--- src/hw/ssp_cfg.svh ---
// How it works
// [RQ1] Link has four wires: serial clock, frame select, transmit data, receive data.
// [RQ2] Three frame formats: polarity/phase, command-then-response, frame-pulse.
// [RQ3] Frame length programmable from 4 to 16 bits for every frame; command frames add an 8-bit command, pulse frames one extra slot.
// [RQ4] Incoming bits shift into words; outgoing words shift out bit by bit.
// [RQ5] Separate transmit and receive FIFOs, eight entries of 16 bits each.
// [RQ6] Port runs either as link master or as slave.
// [RQ7] Slave can keep its data output undriven to share the line.
// [RQ8] Serial clock comes from a prescaler then a bit-rate divider.
// [RQ9] Loopback mode routes transmitted data straight back into the receiver.
// [RQ10] Master drives clock and frame select; as slave both are sampled.
`ifndef SSP_CFG_SVH
`define SSP_CFG_SVH

// Register byte offsets
`define SSP_OFF_CTRL0 8'h00
`define SSP_OFF_CTRL1 8'h04
`define SSP_OFF_DATA 8'h08
`define SSP_OFF_STAT 8'h0C
`define SSP_OFF_PRESC 8'h10

// Reset values
`define SSP_RST_CTRL0 16'h0007
`define SSP_RST_CTRL1 4'h0
`define SSP_RST_PRESC 8'h02

// Status bit used for write-one-to-clear
`define SSP_STAT_OVR 5

// Frame shaping
`define SSP_MIN_DSS 4'h3
`define SSP_CMD_BITS 5'h08
`define SSP_WORD_BITS 5'h10

// Storage shape
`define SSP_DATA_W 16
`define SSP_FIFO_DEPTH 8

`endif

--- src/hw/ssp_pkg.sv ---
package ssp_pkg;

	// Frame formats
	typedef enum logic [1:0] {
		SSP_FMT_SPI,
		SSP_FMT_PULSE,
		SSP_FMT_CMD
	} ssp_fmt_t;

	// Engine states
	typedef enum logic {
		SSP_IDLE,
		SSP_RUN
	} ssp_state_t;

	// Frame shape and rate control
	typedef struct packed {
		logic [7:0] scr;
		logic cpha;
		logic cpol;
		ssp_fmt_t fmt;
		logic [3:0] dss;
	} ssp_ctrl0_t;

	// Operating control
	typedef struct packed {
		logic sod;
		logic slave;
		logic en;
		logic loop;
	} ssp_ctrl1_t;

endpackage

--- src/hw/ssp_top.sv ---
`timescale 1ns/1ps
`include "ssp_cfg.svh"
module ssp_top #(
	parameter int FIFO_DEPTH = `SSP_FIFO_DEPTH
) (
	// Clock and reset
	input wire logic pclk,
	input wire logic presetn,
	// APB slave
	input wire logic psel,
	input wire logic penable,
	input wire logic pwrite,
	input wire logic [7:0] paddr,
	input wire logic [31:0] pwdata,
	output logic [31:0] prdata,
	output logic pready,
	output logic pslverr,
	// Serial clock pin
	input wire logic sclk_i,
	output logic sclk_o,
	output logic sclk_oe_n,
	// Frame select pin
	input wire logic fss_i,
	output logic fss_o,
	output logic fss_oe_n,
	// Data pins
	output logic txd_o,
	output logic txd_oe_n,
	input wire logic rxd_i
);
	import ssp_pkg::*;
	ssp_ctrl0_t ctrl0_q;
	ssp_ctrl1_t ctrl1_q;
	ssp_state_t state_q;
	logic [7:0] presc_q;
	logic [31:0] prdata_q;
	logic [31:0] rd_word;
	logic pready_q, pslverr_q, ovr_q, push_q, half_q, mapped, acc, done, stall, hit_data;
	logic [2:0] sync1_q, sync2_q;
	logic [1:0] prev_q;
	logic [4:0] bit_q, samp_cnt_q, n_bits, total, drv_idx, load_sh;
	logic [3:0] dss_eff;
	logic [15:0] tx_sh, rx_sh, tx_word, tx_load, tx_out_data, rx_out_data;
	logic txd_q, sclk_q, fss_q, sclk_oe_n_q, fss_oe_n_q, txd_oe_n_q;
	logic tx_in_ready, tx_out_valid, tx_out_ready, rx_in_ready, rx_out_valid, rx_out_ready;
	logic en, master, running, pol, pha, tick, lead, trail, samp, drive, last;
	logic sclk_s, fss_s, rxd_s, sclk_edge, fss_rise, fss_fall, s_start, start, abort;
	logic rx_bit, busy, tx_msb;

	// APB handshake: one wait state; a data write stalls while the transmit FIFO is full
	assign acc = psel & penable;
	assign hit_data = paddr == `SSP_OFF_DATA;
	assign stall = acc & pwrite & hit_data & ~tx_in_ready;
	assign done = acc & pready_q;
	always_ff @(posedge pclk or negedge presetn) begin
		if (!presetn) begin
			pready_q <= 1'b0;
			pslverr_q <= 1'b0;
			prdata_q <= 32'h00000000;
		end else if (pready_q) begin
			pready_q <= 1'b0;
			pslverr_q <= 1'b0;
		end else if (acc && !stall) begin
			pready_q <= 1'b1;
			pslverr_q <= ~mapped;
			prdata_q <= pwrite ? 32'h00000000 : rd_word;
		end
	end

	// Read mux; unmapped addresses read zero with an error
	always_comb begin
		rd_word = 32'h00000000;
		mapped = 1'b1;
		case (paddr)
			`SSP_OFF_CTRL0: rd_word = {16'h0000, ctrl0_q};
			`SSP_OFF_CTRL1: rd_word = {28'h0000000, ctrl1_q};
			`SSP_OFF_DATA: rd_word = {16'h0000, rx_out_valid ? rx_out_data : 16'h0000};
			`SSP_OFF_STAT: rd_word = {26'h0000000, ovr_q, busy, ~rx_in_ready, rx_out_valid,
				tx_in_ready, ~tx_out_valid};
			`SSP_OFF_PRESC: rd_word = {24'h000000, presc_q};
			default: mapped = 1'b0;
		endcase
	end

	// Control registers; writable whether the port is enabled or not
	always_ff @(posedge pclk or negedge presetn) begin
		if (!presetn) begin
			ctrl0_q <= ssp_ctrl0_t'(`SSP_RST_CTRL0);
			ctrl1_q <= ssp_ctrl1_t'(`SSP_RST_CTRL1);
			presc_q <= `SSP_RST_PRESC;
		end else if (done && pwrite) begin
			if (paddr == `SSP_OFF_CTRL0) begin
				ctrl0_q <= ssp_ctrl0_t'(pwdata[15:0]); // [RQ2] [RQ3]
			end
			if (paddr == `SSP_OFF_CTRL1) begin
				ctrl1_q <= ssp_ctrl1_t'(pwdata[3:0]); // [RQ6] [RQ9]
			end
			if (paddr == `SSP_OFF_PRESC) begin
				presc_q <= pwdata[7:0]; // [RQ8]
			end
		end
	end

	// Overrun: a slave frame lost to a full receive FIFO; set wins over clear
	always_ff @(posedge pclk or negedge presetn) begin
		if (!presetn) begin
			ovr_q <= 1'b0;
		end else if (push_q && !rx_in_ready) begin
			ovr_q <= 1'b1;
		end else if (done && pwrite && paddr == `SSP_OFF_STAT && pwdata[`SSP_STAT_OVR]) begin
			ovr_q <= 1'b0;
		end
	end

	// Transmit and receive queues, independent of each other
	ssp_fifo #(.W(`SSP_DATA_W), .DEPTH(FIFO_DEPTH)) u_tx_fifo ( // [RQ5]
		.pclk(pclk),
		.presetn(presetn),
		.in_valid(done & pwrite & hit_data),
		.in_ready(tx_in_ready),
		.in_data(pwdata[15:0]),
		.out_valid(tx_out_valid),
		.out_ready(tx_out_ready),
		.out_data(tx_out_data)
	);
	assign rx_out_ready = done & ~pwrite & hit_data;
	ssp_fifo #(.W(`SSP_DATA_W), .DEPTH(FIFO_DEPTH)) u_rx_fifo ( // [RQ5]
		.pclk(pclk),
		.presetn(presetn),
		.in_valid(push_q),
		.in_ready(rx_in_ready),
		.in_data(rx_sh),
		.out_valid(rx_out_valid),
		.out_ready(rx_out_ready),
		.out_data(rx_out_data)
	);

	// Pin synchronisers; only the second stage is looked at
	always_ff @(posedge pclk or negedge presetn) begin
		if (!presetn) begin
			sync1_q <= 3'h2; // Idle pin levels, so release makes no false select edge
			sync2_q <= 3'h2;
			prev_q <= 2'h1;
		end else begin
			sync1_q <= {sclk_i, fss_i, rxd_i};
			sync2_q <= sync1_q;
			prev_q <= sync2_q[2:1];
		end
	end
	assign sclk_s = sync2_q[2];
	assign fss_s = sync2_q[1];
	assign rxd_s = sync2_q[0];

	// Frame shape per format; sizes below four are raised to four
	assign dss_eff = (ctrl0_q.dss < `SSP_MIN_DSS) ? `SSP_MIN_DSS : ctrl0_q.dss;
	assign n_bits = {1'b0, dss_eff} + 5'h01; // [RQ3]
	assign pol = (ctrl0_q.fmt == SSP_FMT_SPI) & ctrl0_q.cpol;
	assign pha = (ctrl0_q.fmt == SSP_FMT_PULSE) | ((ctrl0_q.fmt == SSP_FMT_SPI) & ctrl0_q.cpha);
	always_comb begin
		case (ctrl0_q.fmt)
			SSP_FMT_PULSE: total = n_bits + 5'h01; // [RQ2]
			SSP_FMT_CMD: total = n_bits + `SSP_CMD_BITS; // [RQ2]
			default: total = n_bits;
		endcase
	end

	// Bit slots that carry transmit data
	function automatic logic in_tx(input logic [4:0] b);
		case (ctrl0_q.fmt)
			SSP_FMT_PULSE: in_tx = (b != 5'h00) && (b <= n_bits);
			SSP_FMT_CMD: in_tx = b < `SSP_CMD_BITS;
			default: in_tx = b < n_bits;
		endcase
	endfunction

	// Bit slots that carry receive data; the command format listens only after its command
	function automatic logic in_rx(input logic [4:0] b);
		case (ctrl0_q.fmt)
			SSP_FMT_PULSE: in_rx = (b != 5'h00) && (b <= n_bits);
			SSP_FMT_CMD: in_rx = b >= `SSP_CMD_BITS;
			default: in_rx = b < n_bits;
		endcase
	endfunction

	// Serial clock generation for master operation
	assign en = ctrl1_q.en;
	assign master = ~ctrl1_q.slave;
	assign running = state_q == SSP_RUN;
	ssp_clkdiv u_clkdiv ( // [RQ8]
		.pclk(pclk),
		.presetn(presetn),
		.run(running & master),
		.presc(presc_q),
		.scr(ctrl0_q.scr),
		.tick(tick)
	);

	// Clock edges: own divider as master, sampled pin edges as slave
	assign sclk_edge = sclk_s ^ prev_q[1];
	assign lead = running & (master ? tick & ~half_q : sclk_edge & (sclk_s != pol)); // [RQ10]
	assign trail = running & (master ? tick & half_q : sclk_edge & (sclk_s == pol)); // [RQ10]
	assign samp = pha ? trail : lead;
	assign drive = pha ? lead : trail;
	assign drv_idx = pha ? bit_q : bit_q + 5'h01;
	assign last = trail & (bit_q == total - 5'h01);
	assign fss_fall = ~fss_s & prev_q[0];
	assign fss_rise = fss_s & ~prev_q[0];
	assign s_start = (ctrl0_q.fmt == SSP_FMT_PULSE) ? fss_rise : fss_fall;
	// Master waits for room in the receive queue so no word is dropped
	assign start = en & ~running & ~push_q & (master ? tx_out_valid & rx_in_ready : s_start);
	assign abort = running & ~master & (ctrl0_q.fmt != SSP_FMT_PULSE) & fss_rise;
	assign rx_bit = ctrl1_q.loop ? txd_q : rxd_s; // [RQ9]
	assign busy = running | tx_out_valid;

	// Frame sequencer
	always_ff @(posedge pclk or negedge presetn) begin
		if (!presetn) begin
			state_q <= SSP_IDLE;
			bit_q <= 5'h00;
			half_q <= 1'b0;
			push_q <= 1'b0;
		end else begin
			push_q <= last & en & ~abort;
			if (!en || abort) begin
				state_q <= SSP_IDLE;
			end else if (start) begin
				state_q <= SSP_RUN;
				bit_q <= 5'h00;
				half_q <= 1'b0;
			end else if (lead) begin
				half_q <= 1'b1;
			end else if (trail) begin
				half_q <= 1'b0;
				if (last) begin
					state_q <= SSP_IDLE; // [RQ3]
				end else begin
					bit_q <= bit_q + 5'h01;
				end
			end
		end
	end

	// Shift registers; an empty transmit queue sends zeros in slave frames
	assign tx_out_ready = start & tx_out_valid;
	assign tx_word = tx_out_valid ? tx_out_data : 16'h0000;
	assign load_sh = (ctrl0_q.fmt == SSP_FMT_CMD) ? `SSP_CMD_BITS : `SSP_WORD_BITS - n_bits;
	assign tx_load = tx_word << load_sh;
	assign tx_msb = tx_sh[15];
	always_ff @(posedge pclk or negedge presetn) begin
		if (!presetn) begin
			tx_sh <= 16'h0000;
			rx_sh <= 16'h0000;
			txd_q <= 1'b0;
		end else if (start) begin
			rx_sh <= 16'h0000;
			if (!pha && in_tx(5'h00)) begin
				txd_q <= tx_load[15];
				tx_sh <= tx_load << 1;
			end else begin
				tx_sh <= tx_load;
			end
		end else begin
			if (samp && in_rx(bit_q)) begin
				rx_sh <= {rx_sh[14:0], rx_bit}; // [RQ4]
			end
			if (drive && in_tx(drv_idx)) begin
				txd_q <= tx_sh[15]; // [RQ4]
				tx_sh <= tx_sh << 1;
			end
		end
	end

	// Count of received bits per frame, read only by a check
	always_ff @(posedge pclk or negedge presetn) begin
		if (!presetn) begin
			samp_cnt_q <= 5'h00;
		end else if (start) begin
			samp_cnt_q <= 5'h00;
		end else if (samp && in_rx(bit_q)) begin
			samp_cnt_q <= samp_cnt_q + 5'h01;
		end
	end

	// Pin drivers; enables are low while driving
	always_ff @(posedge pclk or negedge presetn) begin
		if (!presetn) begin
			sclk_q <= 1'b0;
			fss_q <= 1'b1;
			sclk_oe_n_q <= 1'b1;
			fss_oe_n_q <= 1'b1;
			txd_oe_n_q <= 1'b1;
		end else begin
			sclk_oe_n_q <= ~(en & master); // [RQ10] [RQ1]
			fss_oe_n_q <= ~(en & master); // [RQ10] [RQ1]
			txd_oe_n_q <= ~(en & (master | (running & ~ctrl1_q.sod))); // [RQ7]
			if (!running) begin
				sclk_q <= pol;
			end else if (lead && master) begin
				sclk_q <= ~pol;
			end else if (trail && master) begin
				sclk_q <= pol;
			end
			// Frame-pulse format marks the frame with one high bit slot
			if (ctrl0_q.fmt == SSP_FMT_PULSE) begin
				fss_q <= running & (bit_q == 5'h00); // [RQ2]
			end else begin
				fss_q <= ~running; // [RQ2]
			end
		end
	end

	// Outputs straight from flip-flops
	assign prdata = prdata_q;
	assign pready = pready_q;
	assign pslverr = pslverr_q;
	assign sclk_o = sclk_q;
	assign sclk_oe_n = sclk_oe_n_q;
	assign fss_o = fss_q;
	assign fss_oe_n = fss_oe_n_q;
	assign txd_o = txd_q;
	assign txd_oe_n = txd_oe_n_q;
endmodule // ssp_top

--- src/hw/ssp_fifo.sv ---
`timescale 1ns/1ps
`include "ssp_cfg.svh"
module ssp_fifo #(
	parameter int W = `SSP_DATA_W,
	parameter int DEPTH = `SSP_FIFO_DEPTH
) (
	// Clock and reset
	input wire logic pclk,
	input wire logic presetn,
	// Fill side
	input wire logic in_valid,
	output logic in_ready,
	input wire logic [W-1:0] in_data,
	// Drain side
	output logic out_valid,
	input wire logic out_ready,
	output logic [W-1:0] out_data
);
	import ssp_pkg::*;
	localparam int AW = (DEPTH > 1) ? $clog2(DEPTH) : 1;
	localparam logic [AW:0] FULL = (AW+1)'(DEPTH);
	localparam logic [AW-1:0] LAST = AW'(DEPTH - 1);
	logic [W-1:0] mem_q [DEPTH];
	logic [AW-1:0] wr_q;
	logic [AW-1:0] rd_q;
	logic [AW:0] cnt_q;
	logic push;
	logic pop;

	// Honest flags straight from the occupancy count
	assign in_ready = cnt_q != FULL;
	assign out_valid = cnt_q != '0;
	assign out_data = mem_q[rd_q];
	assign push = in_valid & in_ready;
	assign pop = out_valid & out_ready;

	// Storage, data only, needs no reset
	always_ff @(posedge pclk) begin
		if (push) begin
			mem_q[wr_q] <= in_data;
		end
	end

	// Pointers wrap at any depth, not only powers of two
	always_ff @(posedge pclk or negedge presetn) begin
		if (!presetn) begin
			wr_q <= '0;
			rd_q <= '0;
		end else begin
			if (push) begin
				wr_q <= (wr_q == LAST) ? '0 : wr_q + AW'(1);
			end
			if (pop) begin
				rd_q <= (rd_q == LAST) ? '0 : rd_q + AW'(1);
			end
		end
	end

	// Occupancy
	always_ff @(posedge pclk or negedge presetn) begin
		if (!presetn) begin
			cnt_q <= '0;
		end else if (push && !pop) begin
			cnt_q <= cnt_q + (AW+1)'(1);
		end else if (pop && !push) begin
			cnt_q <= cnt_q - (AW+1)'(1);
		end
	end
endmodule // ssp_fifo

--- src/hw/ssp_clkdiv.sv ---
`timescale 1ns/1ps
`include "ssp_cfg.svh"
module ssp_clkdiv (
	// Clock and reset
	input wire logic pclk,
	input wire logic presetn,
	// Control
	input wire logic run,
	input wire logic [7:0] presc,
	input wire logic [7:0] scr,
	// Half bit strobe
	output logic tick
);
	import ssp_pkg::*;
	logic [6:0] pre_q;
	logic [7:0] div_q;
	logic [6:0] pre_end;
	logic pre_wrap;

	// Odd prescale rounds down; zero or one still gives one cycle
	assign pre_end = (presc[7:1] == 7'h00) ? 7'h00 : presc[7:1] - 7'h01;
	assign pre_wrap = pre_q == pre_end;

	// Prescaler stage, held clear while idle so each frame starts in phase
	always_ff @(posedge pclk or negedge presetn) begin
		if (!presetn) begin
			pre_q <= 7'h00;
		end else if (!run || pre_wrap) begin
			pre_q <= 7'h00;
		end else begin
			pre_q <= pre_q + 7'h01;
		end
	end

	// Bit rate divider counts prescaled steps
	always_ff @(posedge pclk or negedge presetn) begin
		if (!presetn) begin
			div_q <= 8'h00;
		end else if (!run) begin
			div_q <= 8'h00;
		end else if (pre_wrap) begin
			div_q <= (div_q == scr) ? 8'h00 : div_q + 8'h01;
		end
	end

	// One strobe per half bit: bit period is presc * (scr + 1) cycles for even presc of two or more
	always_ff @(posedge pclk or negedge presetn) begin
		if (!presetn) begin
			tick <= 1'b0;
		end else begin
			tick <= run && pre_wrap && (div_q == scr); // [RQ8]
		end
	end
endmodule // ssp_clkdiv

--- config.mk ---
export PLATFORM = sky130hd
export DESIGN_NAME = ssp_top
export DESIGN_NICKNAME = d
export VERILOG_FILES = /design/src/hw/ssp_pkg.sv /design/src/hw/ssp_top.sv /design/src/hw/ssp_fifo.sv /design/src/hw/ssp_clkdiv.sv
export VERILOG_INCLUDE_DIRS = /design/src /design/src/hw
export SDC_FILE = /design/constraint.sdc
export NUM_CORES = 1
export LEC_CHECK = 0
export BUFFER_PORTS_ARGS = -buffer_cell sky130_fd_sc_hd__buf_2
export CAP_MARGIN = 20
export CELL_PAD_IN_SITES_DETAIL_PLACEMENT = 1
export CELL_PAD_IN_SITES_GLOBAL_PLACEMENT = 2
export CORE_ASPECT_RATIO = 1.4
export CORE_MARGIN = 1.5
export CORE_UTILIZATION = 44
export DETAILED_ROUTE_END_ITERATION = 7
export PLACE_DENSITY_LB_ADDON = 0.1
export SETUP_SLACK_MARGIN = 0.5
export SLEW_MARGIN = 20
export SYNTH_ARGS = -nofsm -noshare
export SYNTH_HDL_FRONTEND = slang
export SYNTH_SLANG_ARGS = --single-unit
--- constraint.sdc ---
create_clock -name pclk -period 4.81 [get_ports pclk]
set_input_delay 0.7215 -clock pclk [delete_from_list [all_inputs] [get_ports pclk]]
set_output_delay 0.7215 -clock pclk [all_outputs]
set_load 0.05 [all_outputs]
Yosys cells after proc, flatten, opt, wreduce, memory -nomap -nowiden
Memory sizes are Yosys's and may differ from the RTL's.
Index checks and enable logic that the tools add are counted.
Word-level totals
  input port bits: 48
  bits in registers: 152
  memories kept: 2
  output and inout port bits: 40
  RAM bits: 256
Operators by class
  shifts and indexed selects: 1
  eq/ne operators: 24
  add/sub/neg operators: 17
  bitwise operators: 61
  order comparisons: 8
  multiplexer cells: 69
  reduce and logical (&&, ||, !) cells: 56
Memories
  u_rx_fifo.mem_q: depth 8, width 16, rd ports 1, clocked after memory_dff 0, wr ports 1, line ssp_fifo.sv:23  | logic [W-1:0] mem_q [DEPTH];
  u_tx_fifo.mem_q: depth 8, width 16, rd ports 1, clocked after memory_dff 0, wr ports 1, line ssp_fifo.sv:23
Operators by type and width (number)
  $mux 16: 7
  $pmux 16 s5: 1
  $and 1x1->1: 39
  $mux 1: 36
  $mux 32: 1
  $mux 5: 6
  $mux 8: 3
  $mux 4: 5
  $logic_and 1x1->1: 18
  $not 1->1: 18
  $eq 8x4->1 const B: 2
  $shl 16x5->16: 1
  $mux 7: 2
  $reduce_bool 2->1: 7
  $add 3x1->3 const B: 4
  $eq 3x3->1 const B: 4
  $mux 3: 4
  $reduce_and 2->1: 6
  $add 5x1->5 const B: 2
  $le 5x5->1: 2
  $lt 5x5->1: 2
  $pmux 5 s2: 1
  $reduce_bool 5->1: 2
  $logic_not 1->1: 9
  other kinds (39): 54

Longest topological paths before layout
Gate-level depths: netlist of run 1.
  depth in word-level cells: 13
  mapped depth: 17
  depth with buffers taken out: 15

Cells and area by module
Synthesis of run 1 repeated with hierarchy kept, for this count alone.
Second synthesis, totals
  cell total of the unflattened synthesis: 1327
  area total of the unflattened synthesis: 18913.1 µm²
By module, submodules not included
  ssp_top: sequential area each 2514.9 µm², instances 1, cells an instance 677, area an instance 6449.9 µm²
  ssp_fifo (u_tx_fifo): sequential area each 4093.9 µm², instances 1, cells an instance 252, area an instance 5595.4 µm²
  ssp_fifo (u_rx_fifo): sequential area each 4093.9 µm², instances 1, cells an instance 252, area an instance 5592.9 µm²
  ssp_clkdiv: sequential area each 400.4 µm², instances 1, cells an instance 146, area an instance 1275.0 µm²

Worst setup path after synthesis of run 1
No wires, ideal clock.
  path type: input port to flip-flop
  start point: input port paddr[0]
  end point: memory u_tx_fifo.mem_q[0][0] in the netlist's numbering, enable pin
  library setup time: 409 ps
  cell stages on the path: 6
  arrival: 3604 ps
  setup slack: 796 ps
  cell sequence: or4_1 nor3_1 nand3b_1 or3b_1 or2_1 nor3_1
On the way
  cells in the longest elaborated chain, start to end: 5
Ends and longest elaborated chain
  from (decl): line ssp_top.sv:13  | input wire logic [7:0] paddr,
  $eq 8x4->1
  $and 1x1->1: line ssp_top.sv:119  | .in_valid(done & pwrite & hit_data),
  $and 1x1->1: line ssp_fifo.sv:34  | assign push = in_valid & in_ready;
  $mux 1: line ssp_fifo.sv:39  | if (push) begin
  $mux 1 (implied by the code): line ssp_fifo.sv:40  | mem_q[wr_q] <= in_data;
  to (decl): line ssp_fifo.sv:23
Every way passes these cells.

Worst setup path in the final report of run 1
  start point: register ctrl0_q[0] in the netlist's numbering
  end point: register tx_sh[12]
On the way
  cells in the longest elaborated chain, start to end: 9
  elaborated cells between the ends (all ways): 19
Ends and longest elaborated chain
  from (decl): line ssp_top.sv:32  | ssp_ctrl0_t ctrl0_q;
  from (signal assigned): line ssp_top.sv:88  | ctrl0_q <= ssp_ctrl0_t'(`SSP_RST_CTRL0);
  from (signal assigned): line ssp_top.sv:93  | ctrl0_q <= ssp_ctrl0_t'(pwdata[15:0]);
  $lt 4x2->1 (no source line)
  $mux 4 (*): line ssp_top.sv:155  | assign dss_eff = (ctrl0_q.dss < `SSP_MIN_DSS) ? `SSP_MIN_DSS : ctrl0_q.dss;
  $add 4x1->5 (*): line ssp_top.sv:156  | assign n_bits = {1'b0, dss_eff} + 5'h01;
  branches (longest 6 deep; another with $sub 5x5->5)
  to (signal assigned): line ssp_top.sv:258  | tx_sh <= tx_load << 1;
  to (signal assigned): line ssp_top.sv:260  | tx_sh <= tx_load;
  to (signal assigned): line ssp_top.sv:268  | tx_sh <= tx_sh << 1;
  to (decl): line ssp_top.sv:43  | logic [15:0] tx_sh, rx_sh, tx_word, tx_load, tx_out_data, rx_out_data;
Mark *: on every way between the ends. The select of a mux whose other input is x is not followed.
A chain may end at the register's enable or synchronous reset.

==> results of run 1 <==
==> synth_stat cells (21+ instances only) <==
library cell / count
a21oi_1: 43
nand2b_1: 26
dfrtp_1: 126
ha_1: 34
inv_1: 38
edfxtp_1: 256
xnor2_1: 28
mux4_2: 70
nor3_1: 21
buf_2: 24
mux2i_1: 62
nor2_1: 100
o21ai_0: 55
nand2_1: 90
clkbuf_1: 36
mux2_2: 38
==> worst reg2reg max path, cell delays in order, from the launching register on <==
cell and delay [ns]:
dfstp_2 0.64, o21ba_4 0.25, inv_2 0.20, ha_1 0.33, xor2_1 0.26, inv_1 0.13, ha_1 0.29, and3_1 0.17
o21ai_0 0.12, a32o_1 0.22, o211a_1 0.12, o21ai_1 0.43, mux2_2 0.40, a21oi_1 0.13, o311ai_1 0.13
==> stage by stage <==
stage | cell area [um^2] | utilization | std cells | setup slack, ns | total power (W)
after floorplan | 18500 | - | 1355 | 0.796 | 0.00381
after global placement | 19400 | 0.469 | 1909 | 0.913 | 0.00390
after CTS | 20700 | 0.501 | 1983 | 0.834 | 0.00704
after global routing | 20700 | 0.501 | 1983 | 0.512 | 0.00716
after detailed placement | 19400 | 0.469 | 1909 | 0.847 | 0.00390
final | 20700 | 0.501 | 1983 | 0.851 | 0.00697
==> power by group <==
group          switching, W  internal (W)
registers         0.0000197       0.00359
logic              0.000154     0.0000649
clock network       0.00132       0.00182
==> sequential cells by signal (all words and copies together), names as in the netlist, 4 cells and up <==
register         cells
u_clkdiv.div_q       8
bit_q                5
u_tx_fifo.cnt_q      4
u_tx_fifo.mem_q    128
u_rx_fifo.mem_q    128
u_clkdiv.pre_q       7
presc_q              8
rx_sh               16
ctrl0_q             16
u_rx_fifo.cnt_q      4
prdata              16
tx_sh               16
==> cell type report <==
class,instances,area [um^2],area share
sequential,392,11100,0.537
multi-input combinational,837,6830,0.330
clock buffer,60,1140,0.0551
tap,540,676,0.0326
timing repair buffer,100,619,0.0299
clock inverter,14,181,0.00877
inverter,40,150,0.00725
==> routing by layer <==
metal,GRT usage,vias up,wire (um)
met5,0,-,13
li1,-,5216,-
met2,0.421,147,25600
met3,0.0249,79,1090
met1,0.269,5969,19000
met4,0.0809,2,1480
==> cells by family after synthesis <==
group,share of synthesized area
AO/OA/AOI/OAI,0.0847
flip-flops,0.603
multiplexers,0.144
adder cells (fa/ha/maj),0.0253
other,0.000204
AND/OR/NAND/NOR,0.0932
buffers and inverters,0.0320
XOR/XNOR,0.0181
==> worst min-delay path by stage <==
stage | start | end | depth (start not counted)
3_3_place_gp | sync1_q[0] | sync2_q[0] | 0
2_1_floorplan | sync1_q[0] | sync2_q[0] | 0
4_1_cts | presetn | ctrl0_q[10] | 1
3_5_place_dp | sync1_q[0] | sync2_q[0] | 0
5_1_grt | presetn | ctrl0_q[10] | 1
6_report | presetn | ctrl0_q[10] | 1
==> run metrics, run 1 <==
Setup TNS 0 ns; number of synthesized flops with an enable pin 256; Final Critical Period 3.96 ns; worst clock skew 0.0269 ns; fraction of registers with async set/reset 0.347; # hold bufs at CTS 0; Hold Vio Cnt, Final 0; outcome finished clean; HPWL after detailed placement 32.7 mm; H-tree Lvls 2; clk_lat worst skew about 0.56 ns; Reg2Reg Capture Point tx_sh[12]; YS warnings 0; PortBufs 55; DRC viols 0; DR WL/cell 23.8 um; # nets final 1,495; area leader, netlist edfxtp_1; final worst-path cycle share 0.823; CP Capture Point tx_sh[12]; via total after detailed routing roughly 11,000; DRT iter0 DRCs 720; Worst slew margin 0.409; reg2reg path depth 14; height of the chip 245 um; WHS between 0.15 and 0.2 ns; share of post-route cells with drive strength above 1 0.210; GP Congestion 0.858; max cap viols 0; vias per cell ~5.8; CTS resizes 0; final setup fails 0; Startpoint Class flop; Layout fillers 4,190; Layout area overhead 12.3%; Die Wd 176 um; Worst-path clk slew 0.06 ns; first-pass GRT wire length 73.6 mm; DRT Pass-1 Iters 7; CTS Root Cell clkbuf_16; All-Layer GR Usage 0.227; FF-to-FF setup slack 0.85 ns; crit path max fanout 12; initial antenna violation count 1; CP Buf/Inv Count 2; Core Region 0.0413 mm^2; RR Startpoint ctrl0_q[0]; crit-path cells o21ba_4 > inv_2 > ha_1 > xor2_1 > inv_1 > ha_1 > and3_1 > o21ai_0 > a32o_1 > o211a_1 > o21ai_1 > mux2_2 > a21oi_1 > o311ai_1; Sink Count between 300 and 400; HP Class input port to asynchronous set/reset pin; syn_area_per_cell 13.7 um^2; slowest library cell on the worst path dfstp_2; n_diodes 0; Fmax 0.253 GHz; final WL 47.2 mm; commonest cells after routing, fill and taps aside edfxtp_1, dfrtp_1, nor2_1; commonest non-fill, non-tap cell in the layout edfxtp_1; Seq/Total Area, Yosys 0.603; Max VDD drop 0.358 mV; Cell variety after synth 82; total gr overflow 0; Crit path depth 14; most used cell, CP ha_1; row cnt 88; I/O Pins 88; cell count after synthesis 1,340; CTS max path bufs 3; Post-CTS Repair Setup Buffers 0; Final Max Slew Viols 0; critical path's top delay family compound AO/OA/AOI/OAI gates; die area 0.0431 mm^2; CP peak stage delay between 0.6 and 0.7 ns; Worst Path Arrival 4.38 ns; initial core utilization 0.446; Most used DFF post-synth edfxtp_1; post-synth top area share 0.417; WP data required 5.23 ns; largest net degree at the start of global routing 65; Least-Margin Pin Slew 0.882 ns; Power Density 337 mW/mm^2; cell area after synthesis roughly 0.018 mm^2; CTS Buf Count 40; crit path kind flop to flop; FF+latch count, synth 392; CTS tree built; Worst Setup SP ctrl0_q[0]; RSZ-0062 raised after global routing no; Leakage roughly 7.7 nW; Setup crit end kind flop; Routed Antenna Nets 0; ranking of synthesized cells by area edfxtp_1, dfrtp_1, mux4_2, mux2i_1, mux2_2; number of global-route vias before repair ~13,000
(Power assumes the default switching activity.)
==> inputs of run 2 (changes only) <==
--- a/config.mk
+++ b/config.mk
@@ -6,13 +6,14 @@
 export SDC_FILE = /design/constraint.sdc
 export NUM_CORES = 1
 export LEC_CHECK = 0
+export ABC_AREA = 1
 export BUFFER_PORTS_ARGS = -buffer_cell sky130_fd_sc_hd__buf_2
 export CAP_MARGIN = 20
 export CELL_PAD_IN_SITES_DETAIL_PLACEMENT = 1
 export CELL_PAD_IN_SITES_GLOBAL_PLACEMENT = 2
 export CORE_ASPECT_RATIO = 1.4
 export CORE_MARGIN = 1.5
-export CORE_UTILIZATION = 44
+export CORE_UTILIZATION = 40
 export DETAILED_ROUTE_END_ITERATION = 7
 export PLACE_DENSITY_LB_ADDON = 0.1
 export SETUP_SLACK_MARGIN = 0.5
==> constraint.sdc (replaced) <==
create_clock -name pclk -period 3.8 [get_ports pclk]
set_input_delay 0.57 -clock pclk [delete_from_list [all_inputs] [get_ports pclk]]
set_output_delay 0.57 -clock pclk [all_outputs]
set_load 0.05 [all_outputs]
==> run 2 against run 1 <==
- final area rose by 3.0%
- non-clock buffer count fell by 5
- clock power rose by 35%
- clock skew fell by 0.0093 ns
- area after synthesis rose by 2.6%
- largest power group unchanged
- die area rose by 13%
- largest cell class unchanged
- global-route usage rose by 0.44 points
- clock-buffer cell count fell by 3
==> run metrics, run 2 <==
outcome finished clean; Net Sw Frac 0.218; Seq/Total Area, Yosys 0.588; Pint 0.00719 W; worst clock skew 0.0176 ns; largest net degree at the start of global routing approximately 110; total gr overflow 0; H-tree Lvls 2; max cap viols 0; Worst Path Arrival about 3.5 ns; share of post-route cells with drive strength above 1 0.125; initial core utilization 0.404; Layout area overhead 12.9%; crit path max fanout 10; Final Max Slew Viols 0; height of the chip 260 um; Power Density 431 mW/mm^2; I/O Pins 88; Cells after DPL between 2,000 and 3,000; CTS Buf Count 41; CTS Root Cell clkbuf_16; most used cell, CP nand2_1; syn_area_per_cell around 9.6 um^2; initial antenna violation count 1; first-pass GRT wire length 86.3 mm; vias per cell 5.23; HPWL after detailed placement 37.5 mm; final worst-path cycle share 0.796; biggest regs u_rx_fifo.mem_q: 128 flops, u_tx_fifo.mem_q: 128 flops; Least-Margin Pin Slew a little over 0.9 ns; Routed Antenna Nets 0; Setup TNS 0 ns; via total after detailed routing 14,000; HP Class input port to flop; most frequent cell after synthesis nand2_1; number of global-route vias before repair 15,000; FF+latch count, synth about 400; ranking of synthesized cells by area edfxtp_1, dfrtp_1, nand2_1, nand3_1, nor2_1; final setup fails 0; CP peak stage delay about 0.48 ns; Switching Power 0.00201 W; Core Region 0.0468 mm^2; Most used DFF post-synth edfxtp_1; Layout fillers 5,338; Leakage 8.89 nW; YS warnings 0; CTS tree built; DRT iter0 DRCs roughly 640; CTS max path bufs 3; Worst slew margin 0.384; All-Layer GR Usage 0.231; Max VDD drop 0.356 mV; RSZ-0062 raised after global routing no; Hold Vio Cnt, Final 0; Reg power frac 0.497; Fmax between 0.3 and 0.4 GHz; n_diodes 0; fraction of registers with async set/reset 0.347; DR WL/cell between 20 and 25 um; WP data required 4.22 ns; Startpoint Class flop; crit path kind flop to flop; Cell variety after synth 60; crit-path cells nor2_4 > inv_2 > nand2_2 > ha_1 > nand2_1 > inv_1 > nand2_2 > ha_1 > nand2_1 > nor2_1 > nand2_1 > nand4_1 > a21oi_2 > nand2_1 > nand2_1 > nand2_4 > buf_4 > nand3_1 > nand2_1 > nand3b_1; final WL approximately 55 mm; DRC viols 0; post-synth top area share 0.407; DRT Pass-1 Iters 5; number of synthesized flops with an enable pin 256; clock share of power 0.463; Cell Count, Final, Fillers Out around 2,700; slowest library cell on the worst path dfrtp_2; GP Congestion 0.858; Sink Count 392; Worst-path clk slew about 0.060 ns; row cnt 94; most frequent cells after synthesis nand2_1, edfxtp_1, nand3_1; cell area after synthesis 0.0189 mm^2; commonest cells after routing, fill and taps aside nand2_1, edfxtp_1, nand3_1; die area between 0.04 and 0.05 mm^2; clk_lat worst skew 0.55 ns; # nets final 2,102; Final Critical Period between 3 and 4 ns; Die Wd 187 um; commonest non-fill, non-tap cell in the layout nand2_1; Comb power frac 0.041; PortBufs 55; cell count after synthesis 1,964; Setup crit end kind flop; area leader, netlist edfxtp_1
==> run 2: final cells by class <==
cell class	count	area (um^2)	share of cell area
sequential	392	11100	0.521
clock inverter	18	267	0.0125
timing repair buffer	95	626	0.0293
clock buffer	57	1160	0.0543
tap	624	781	0.0366
multi-input combinational	1308	6710	0.315
inverter	180	682	0.0320
==> run 2: worst max-delay path, delay by kind of cell, from the launching register on <==
family,cells,cell delay (ns)
simple gates,14,1.36
buf+inv,3,0.37
flops,1,0.48
fa+ha+maj,2,0.54
compound gates,1,0.15
==> run 2: worst paths after layout <==
kind / end / startpoint / cells past startpoint / slack, ns
max in group asynchronous: tx_sh[4] / presetn / 3 / 2.34
worst max register to register: tx_sh[15] / ctrl0_q[3] / 20 / 0.78
min in group asynchronous: ctrl0_q[11] / presetn / 2 / 0.46
worst max-delay path: tx_sh[15] / ctrl0_q[3] / 20 / 0.78
worst min-delay path: sync1_q[1] / fss_i / 1 / 0.12
worst min register to register: sync2_q[2] / sync1_q[2] / 0 / 0.36
==> run 2: what timing repair did <==
item / CTS / global route
gates resized for setup: 0 / 6
setup buffers: 0 / 4
setup endpoints to repair: 0 / 33
hold buffers: 1 / 0
endpoints found under the hold margin: 26 / 0
==> run 2: logic make-up (layout without fill, tap and decap cells) <==
family | Yosys count | in the layout | share of synthesized area
and+or+nand+nor | 947 | 947 | 0.223
DFF | 392 | 392 | 0.588
AOI/OAI and AO/OA | 280 | 280 | 0.0873
buffers and inverters | 279 | 350 | 0.0632
adders and majority gates | 36 | 36 | 0.0246
xor gates and xnor gates | 25 | 25 | 0.0120
muxes | 4 | 4 | 0.00238
other | 1 | 16 | 0.000198
==> run 2: per-stage QoR <==
stage          utilization  worst slack (ns)  power [W]  hold slack (ns)  cell area [um^2]
4_1_cts              0.454             0.548    0.00931           0.0935             21300
6_report             0.456             0.776    0.00920            0.122             21300
2_1_floorplan            -             0.618    0.00489            0.274             19000
5_1_grt              0.456             0.461    0.00947            0.107             21300
3_5_place_dp         0.424             0.426    0.00503            0.349             19800
3_3_place_gp         0.424             0.449    0.00502            0.337             19800
==> run 2: power by group through the flow <==
stage	combinational [W]	clock [W]	sequential, W
after detailed placement	0.000378	0	0.00465
after global placement	0.000370	0	0.00465
final	0.000374	0.00425	0.00457
after floorplan	0.000233	0	0.00466
after global routing	0.000423	0.00448	0.00457
after CTS	0.000380	0.00437	0.00457
==> run 2: routing by layer <==
layer,wire [um],GRT usage,vias up
li1,-,-,6781
met1,21900,0.257,6983
met2,30500,0.458,154
met3,1230,0.0228,79
met4,1620,0.0730,0
met5,0,0,-
